<file path="config.mk">
export PLATFORM = sky130hd
export DESIGN_NAME = pbc_counter_latch
export DESIGN_NICKNAME = d
export VERILOG_FILES = /design/src/design/pbc_pkg.sv /design/src/design/pbc_edge_if.sv /design/src/design/pbc_counter_latch.sv /design/src/design/pbc_fall_det.sv
export SDC_FILE = /design/constraint.sdc
export NUM_CORES = 1
export LEC_CHECK = 0
export ABC_AREA = 1
export BUFFER_PORTS_ARGS = -buffer_cell sky130_fd_sc_hd__buf_2
export CAP_MARGIN = 15
export CORE_AREA = 8 8 45 47
export CTS_CLUSTER_SIZE = 10
export DETAILED_ROUTE_END_ITERATION = 10
export DIE_AREA = 0 0 53 55
export PLACE_DENSITY = 0.58
export SLEW_MARGIN = 0
export SYNTH_ARGS = -nofsm -noshare
export SYNTH_HDL_FRONTEND = slang
export SYNTH_SLANG_ARGS = --single-unit
</file>
<file path="constraint.sdc">
create_clock -name clk_sys_i -period 1 [get_ports clk_sys_i]
set_clock_uncertainty 0.15 [all_clocks]
set_input_delay 0 -clock clk_sys_i [delete_from_list [all_inputs] [get_ports clk_sys_i]]
set_output_delay 0 -clock clk_sys_i [all_outputs]
set_load 0.01 [all_outputs]
</file>
<file path="src/design/pbc_pkg.sv">
// Constants shared by the presettable binary counter/latch
// Operation
// - Four flip-flops form one divide-by-two stage and a separate divide-by-eight section.
// - A low count/load strobe presets all four outputs from the data inputs.
// - With the strobe low the outputs follow the data, and with it high and no clock fall they hold.
// - Each stage changes only on a falling edge of the count clock that drives it.
// - A low direct clear forces all four outputs to zero whatever the count clocks do.
// - The first stage does not feed the upper section, so the two parts count independently.
// - Count pulses on the second clock give divide-by-two, four and eight on the upper three outputs.
package pbc_pkg;

    // Number of stages and their split
    localparam int          STAGES     = 4;
    localparam int          UPPER_BITS = 3;

    // Output value after reset or clear
    localparam logic [3:0]  Q_RESET    = 4'h0;
    localparam logic [2:0]  UPPER_STEP = 3'h1;

    // Level held in the edge detector after reset
    localparam logic        LVL_RESET  = 1'b0;

endpackage : pbc_pkg

</file>
<file path="src/design/pbc_edge_if.sv">
// Carrier between the counter core and its falling-edge detector
`timescale 1ns/1ns
`default_nettype none

interface pbc_edge_if;
    logic clk1_lvl;   // Level of the single-stage count clock
    logic clk2_lvl;   // Level of the three-stage count clock
    logic fall1;      // Falling edge seen on count clock one
    logic fall2;      // Falling edge seen on count clock two

    // Detector side
    modport det
    (
        input  clk1_lvl,
        input  clk2_lvl,
        output fall1,
        output fall2
    );

    // Counter side
    modport user
    (
        output clk1_lvl,
        output clk2_lvl,
        input  fall1,
        input  fall2
    );
endinterface : pbc_edge_if

`default_nettype wire

</file>
<file path="src/design/pbc_counter_latch.sv">
// Presettable four-stage binary counter and transparent latch
`timescale 1ns/1ns
`default_nettype none

module pbc_counter_latch
(
    input  wire logic       clk_sys_i,   // System clock, 20 MHz
    input  wire logic       nrst_i,      // Synchronous reset, active low
    input  wire logic       cnt_clk1_i,  // Count clock of the single stage
    input  wire logic       cnt_clk2_i,  // Count clock of the three-stage section
    input  wire logic       load_n_i,    // Count/load strobe, low loads
    input  wire logic       clr_n_i,     // Direct clear, active low
    input  wire logic [3:0] data_i,      // Preset data
    output logic      [3:0] q_o          // Stage outputs, bit 0 is the single stage
);

    pbc_edge_if edge_if ();

    // Feed count clock levels to the detector
    assign edge_if.clk1_lvl = cnt_clk1_i;
    assign edge_if.clk2_lvl = cnt_clk2_i;

    pbc_fall_det u_fall
    (
        .clk_sys_i (clk_sys_i),
        .nrst_i    (nrst_i),
        .edge_if   (edge_if.det)
    );

    // Stage flip-flops and the count qualifier
    logic                           counting;   // Neither clear nor load is active
    logic                           stage0;     // Single divide-by-two stage
    logic [pbc_pkg::UPPER_BITS-1:0] upper;      // Three-stage section, bit 0 counts fastest

    // Counting only while neither clear nor load is active
    assign counting = clr_n_i & load_n_i;

    // Outputs come straight from the stage flip-flops, one writer per flop
    assign q_o = {upper, stage0};

    // Single divide-by-two stage; its output never clocks the upper section
    always_ff @(posedge clk_sys_i)
    begin
        if (!nrst_i)
        begin
            stage0 <= pbc_pkg::Q_RESET[0];
        end
        else if (!clr_n_i)
        begin
            stage0 <= pbc_pkg::Q_RESET[0];
        end
        else if (!load_n_i)
        begin
            stage0 <= data_i[0];
        end
        else if (edge_if.fall1)
        begin
            stage0 <= ~stage0;
        end
    end

    // Three-stage divide-by-eight section, internal ripple folded into one step
    always_ff @(posedge clk_sys_i)
    begin
        if (!nrst_i)
        begin
            upper <= pbc_pkg::Q_RESET[3:1];
        end
        else if (!clr_n_i)
        begin
            upper <= pbc_pkg::Q_RESET[3:1];
        end
        else if (!load_n_i)
        begin
            upper <= data_i[3:1];
        end
        else if (edge_if.fall2)
        begin
            upper <= upper + pbc_pkg::UPPER_STEP;
        end
    end

    // Clear forces zero
    property p_clear;
        @(posedge clk_sys_i) disable iff (!nrst_i)
        !clr_n_i |=> (q_o == pbc_pkg::Q_RESET);
    endproperty
    a_clear: assert property (p_clear) else $error("clear did not zero outputs");

    // Clear beats load
    property p_prio;
        @(posedge clk_sys_i) disable iff (!nrst_i)
        (!clr_n_i && !load_n_i) |=> (q_o == pbc_pkg::Q_RESET);
    endproperty
    a_prio: assert property (p_prio) else $error("load overrode clear");

    // Load copies data
    property p_load;
        @(posedge clk_sys_i) disable iff (!nrst_i)
        (clr_n_i && !load_n_i) |=> (q_o == $past(data_i));
    endproperty
    a_load: assert property (p_load) else $error("load did not preset data");

    // Latch holds without clock falls
    property p_hold;
        @(posedge clk_sys_i) disable iff (!nrst_i)
        (counting && !edge_if.fall1 && !edge_if.fall2) |=> $stable(q_o);
    endproperty
    a_hold: assert property (p_hold) else $error("latch value changed while idle");

    // Single stage divides by two
    property p_div2;
        @(posedge clk_sys_i) disable iff (!nrst_i)
        (counting && edge_if.fall1) |=> (q_o[0] != $past(q_o[0]));
    endproperty
    a_div2: assert property (p_div2) else $error("single stage did not toggle");

    // Upper section steps by one modulo eight
    property p_div8;
        @(posedge clk_sys_i) disable iff (!nrst_i)
        (counting && edge_if.fall2) |=> (q_o[3:1] == 3'($past(q_o[3:1]) + 3'h1));
    endproperty
    a_div8: assert property (p_div8) else $error("upper section did not advance");

    // Single stage does not drive the upper section
    property p_indep;
        @(posedge clk_sys_i) disable iff (!nrst_i)
        (counting && edge_if.fall1 && !edge_if.fall2) |=> $stable(q_o[3:1]);
    endproperty
    a_indep: assert property (p_indep) else $error("upper section moved on clock one");

    // Rising edge of clock one does not count
    property p_edge;
        @(posedge clk_sys_i) disable iff (!nrst_i)
        (counting && cnt_clk1_i && !$past(cnt_clk1_i)) |=> $stable(q_o[0]);
    endproperty
    a_edge: assert property (p_edge) else $error("single stage moved on rising edge");

    // Clear zeroes the single stage even on a clock-one fall
    property p_clr_fall1;
        @(posedge clk_sys_i) disable iff (!nrst_i)
        (!clr_n_i && edge_if.fall1) |=> (q_o[0] == pbc_pkg::Q_RESET[0]);
    endproperty
    a_clr_fall1: assert property (p_clr_fall1) else $error("clock one beat clear");

    // Clear zeroes the upper section even on a clock-two fall
    property p_clr_fall2;
        @(posedge clk_sys_i) disable iff (!nrst_i)
        (!clr_n_i && edge_if.fall2) |=> (q_o[3:1] == pbc_pkg::Q_RESET[3:1]);
    endproperty
    a_clr_fall2: assert property (p_clr_fall2) else $error("clock two beat clear");

    // Clear beats load even while a count clock falls
    property p_prio_fall;
        @(posedge clk_sys_i) disable iff (!nrst_i)
        (!clr_n_i && !load_n_i && (edge_if.fall1 || edge_if.fall2))
            |=> (q_o == pbc_pkg::Q_RESET);
    endproperty
    a_prio_fall: assert property (p_prio_fall) else $error("fall overrode clear");

    // Load wins over any count clock fall
    property p_load_fall;
        @(posedge clk_sys_i) disable iff (!nrst_i)
        (clr_n_i && !load_n_i && (edge_if.fall1 || edge_if.fall2))
            |=> (q_o == $past(data_i));
    endproperty
    a_load_fall: assert property (p_load_fall) else $error("fall overrode load");

    // Outputs track each data change while the strobe is low
    property p_follow;
        @(posedge clk_sys_i) disable iff (!nrst_i)
        (clr_n_i && !load_n_i && !$stable(data_i)) |=> (q_o == $past(data_i));
    endproperty
    a_follow: assert property (p_follow) else $error("latch did not follow data");

    // Data changes with the strobe high leave the outputs alone
    property p_hold_data;
        @(posedge clk_sys_i) disable iff (!nrst_i)
        (counting && !edge_if.fall1 && !edge_if.fall2 && !$stable(data_i)) |=> $stable(q_o);
    endproperty
    a_hold_data: assert property (p_hold_data) else $error("outputs moved with strobe high");

    // Rising edge of clock two does not count
    property p_rise2;
        @(posedge clk_sys_i) disable iff (!nrst_i)
        (counting && cnt_clk2_i && !$past(cnt_clk2_i)) |=> $stable(q_o[3:1]);
    endproperty
    a_rise2: assert property (p_rise2) else $error("upper section moved on rising edge");

    // Clock two does not disturb the single stage
    property p_indep2;
        @(posedge clk_sys_i) disable iff (!nrst_i)
        (counting && edge_if.fall2 && !edge_if.fall1) |=> $stable(q_o[0]);
    endproperty
    a_indep2: assert property (p_indep2) else $error("single stage moved on clock two");

    // A fall on clock one, seen across two edges, moves the single stage
    property p_pin1_fall;
        @(posedge clk_sys_i) disable iff (!nrst_i)
        ($past(nrst_i) && counting && $past(cnt_clk1_i) && !cnt_clk1_i) |=> !$stable(q_o[0]);
    endproperty
    a_pin1_fall: assert property (p_pin1_fall) else $error("clock one fall was missed");

    // A fall on clock two, seen across two edges, moves the upper section
    property p_pin2_fall;
        @(posedge clk_sys_i) disable iff (!nrst_i)
        ($past(nrst_i) && counting && $past(cnt_clk2_i) && !cnt_clk2_i) |=> !$stable(q_o[3:1]);
    endproperty
    a_pin2_fall: assert property (p_pin2_fall) else $error("clock two fall was missed");

    // Upper section wraps from seven back to zero
    property p_wrap;
        @(posedge clk_sys_i) disable iff (!nrst_i)
        (counting && edge_if.fall2 && (q_o[3:1] == 3'h7)) |=> (q_o[3:1] == 3'h0);
    endproperty
    a_wrap: assert property (p_wrap) else $error("upper section did not wrap");

endmodule : pbc_counter_latch

`default_nettype wire

</file>
<file path="src/design/pbc_fall_det.sv">
// Falling-edge detector for both count clocks
`timescale 1ns/1ns
`default_nettype none

module pbc_fall_det
(
    input  wire logic clk_sys_i,   // System clock
    input  wire logic nrst_i,      // Synchronous reset, active low
    pbc_edge_if.det   edge_if      // Levels in, fall pulses out
);

    logic prev1;
    logic prev2;

    // Remember last level of each count clock
    always_ff @(posedge clk_sys_i)
    begin
        if (!nrst_i)
        begin
            prev1 <= pbc_pkg::LVL_RESET;
            prev2 <= pbc_pkg::LVL_RESET;
        end
        else
        begin
            prev1 <= edge_if.clk1_lvl;
            prev2 <= edge_if.clk2_lvl;
        end
    end

    assign edge_if.fall1 = prev1 & ~edge_if.clk1_lvl;
    assign edge_if.fall2 = prev2 & ~edge_if.clk2_lvl;

endmodule : pbc_fall_det

`default_nettype wire

</file>
==> flow_summary.ini <==
[sta]
setup_viol = 2
fmax_mhz = 936
relSlewSlack_pct = 87.2
slew_violations = 0
fin_ws_ps = -68.9
hold_viol = 1
fin_crit_sh_pct = 107
rsz0062_at_grt = true
fin_setup_tns_ps = -126
worst_pin_slew_ps = 191
fin_crit_ps = 1070
holdWs_ps = -11.6

[place]
dp_hpwl_um = 651
pre_cts_ws_ps = -81.5
dpl_cell_area_um2 = 437
gp_congestion = 0.674
dpl.cell_count = 80
numPortBuffers = 13

[floorplanning]
start_util_pct = 24.4
die_area_mm2 = 0.00292
die_h_um = 55
ioPinCount = 14
core_mm2 = 0.00138
chipWidth_um = 53
num_rows = 14

[logic_synthesis]
syn_nets = 62
yosys_warnings = 0
netlist_instances = 51
synth_area_leader_cell = dfxtp_1
synth_top_cells_by_area = dfxtp_1, nand2_1, inv_1
synth-seq-cells = 6
syn-mean-instance-area_um2 = 6.62
ys_seq_area_share_pct = 35.6
syn_area_um2 = 338
synth.top_cell.area_share_pct = 35.6
ys_types = 16

[clock_network]
cts_setup_buffers = 0
clock_latency_ps = 240
cts.sinks = 6
clockBufferDepth = 2
cts_tree = yes
cts_buffers = 3
h-tree-depth = 1
cts.clk_slew.worst_paths_ps = 50
root_buffer = clkbuf_4

[worst_setup_path]
critPathKind = reg -> reg
r2r_start = upper[0]
path_max_fanout = 2
worst_setup_path_start_kind = register
required_ps = 1030
worstReg2RegEnd = upper[1]
ff2ff_path_depth = 5
critPathArrivalTime_ps = 1100
regToRegSetupSlack_ps = -70
cp-end-kind = register

[final_layout]
final_cell_mix = nand2_1, dlygate4sd3_1, buf_2
antenna_cells = 0
final_cell_count_no_fill = 92
final_common_cell = nand2_1
finish.net_count = 88
drive_above_1_share_pct = 40.8
area_growth_syn_to_layout_pct = 72.2
fin_area_um2 = 582

[power_and_ir_drop]
p_total_w = 0.000626
ir_worst_vdd_v = 0.000612
p_per_area_mw_per_mm2 = 1080
p_leak_nw = 0.298

[worst_hold_path]
whs_path_depth = 4
hold_start = load_n_i
min_path_type = in -> reg
holdPathEnd = stage0

[drt]
vias = 368
ant_nets = 0
drtIter0Drc = 8
drt-vias-per-instance = 4.00
wl_per_cell_um = 9.40
drtPass1Iterations = 4
routed_wl_um = 865
drc = 0

[global_route]
grt_pass1_wl_mm = 1.49
grt.total_usage_pct = 7.22
grt_pass1_vias = 346
antenna_found_initial = 0
grt_overflow_total = 0
grt_max_degree = 9

[flow_run]
cap_violations = 0

[outcome]
status = finished, violations left
violations = hold timing, setup timing
[worst max path at each step]
| stage | from | end | slack (ps) | cells past startpoint |
|---|---|---|---|---|
| after floorplan | upper[0] | upper[1] | -40 | 5 |
| after global placement | upper[0] | upper[2] | -60 | 7 |
| after detailed placement | upper[0] | upper[2] | -80 | 7 |
| after CTS | upper[0] | upper[2] | -80 | 7 |
| after global routing | upper[0] | upper[1] | -130 | 5 |
| final | upper[0] | upper[1] | -70 | 5 |
[power by group]
group          switching (W)  total, W  leakage (nW)  internal [W]
Combinational      0.0000550  0.000124         0.233     0.0000688
Sequential        0.00000881  0.000259        0.0508      0.000250
Clock              0.0000922  0.000244        0.0150      0.000151
Total               0.000156  0.000626         0.298      0.000470
[area by class of cell]
| cell class | count | area [um^2] |
|---|---|---|
| fill | 154 | 802 |
| multi-input combinational | 33 | 188 |
| timing repair buffer | 23 | 184 |
| sequential | 6 | 126 |
| inverter | 10 | 37.5 |
| clock buffer | 4 | 26.3 |
| tap | 16 | 20.0 |
[synthesized netlist by cell type, drive strengths merged]
| cell | instances |
|---|---|
| nor2 | 8 |
| nand3 | 3 |
| buf | 2 |
| inv | 10 |
| dfxtp | 6 |
| o21ai | 2 |
| nor3 | 1 |
| nand2 | 17 |
| ha | 1 |
| a21oi | 1 |
[routing by layer]
layer / GRT usage, % / wire [um] / vias up
li1: - / - / 200
met1: 7.01 / 347 / 158
met2: 11.7 / 434 / 10
met3: 6.15 / 83 / 0
met4: 1.29 / 0 / 0
met5: 0 / 0 / -
[kinds of logic (layout without fill, tap and decap cells)]
group,count (synthesis),count (layout),share of synthesized area (%)
simple gates,29,29,39.6
fa+ha+maj,1,1,3.70
flops,6,6,35.6
buf+inv,12,37,16.7
compound gates,3,3,4.44
[through the flow]
stage	hold WS [ps]	utilization (%)
final	-11.6	42.0
after global placement	47.9	31.6
after global routing	24.8	42.0
after detailed placement	58.1	31.6
after floorplan	-56.5	-
after CTS	-4.07	40.9
[registers in the layout (all words and copies together) (netlist names)]
name / flops
u_fall.prev2: 1
stage0: 1
u_fall.prev1: 1
upper: 3
[what timing repair did]
item                                   in CTS  in global routing
endpoints found under the hold margin       6                  0
setup endpoints to repair                   4                  6
resized for setup                           3                  8
pin swaps                                   1                  1
hold buffers                                9                  0
[critical path, cell delays in order, from the launching register on]
cell and delay [ps]:
dfxtp_4 350, ha_4 260, nand2_2 40, nand2_1 60
nand2_1 40, a21oi_1 100
(Power assumes the default switching activity.)
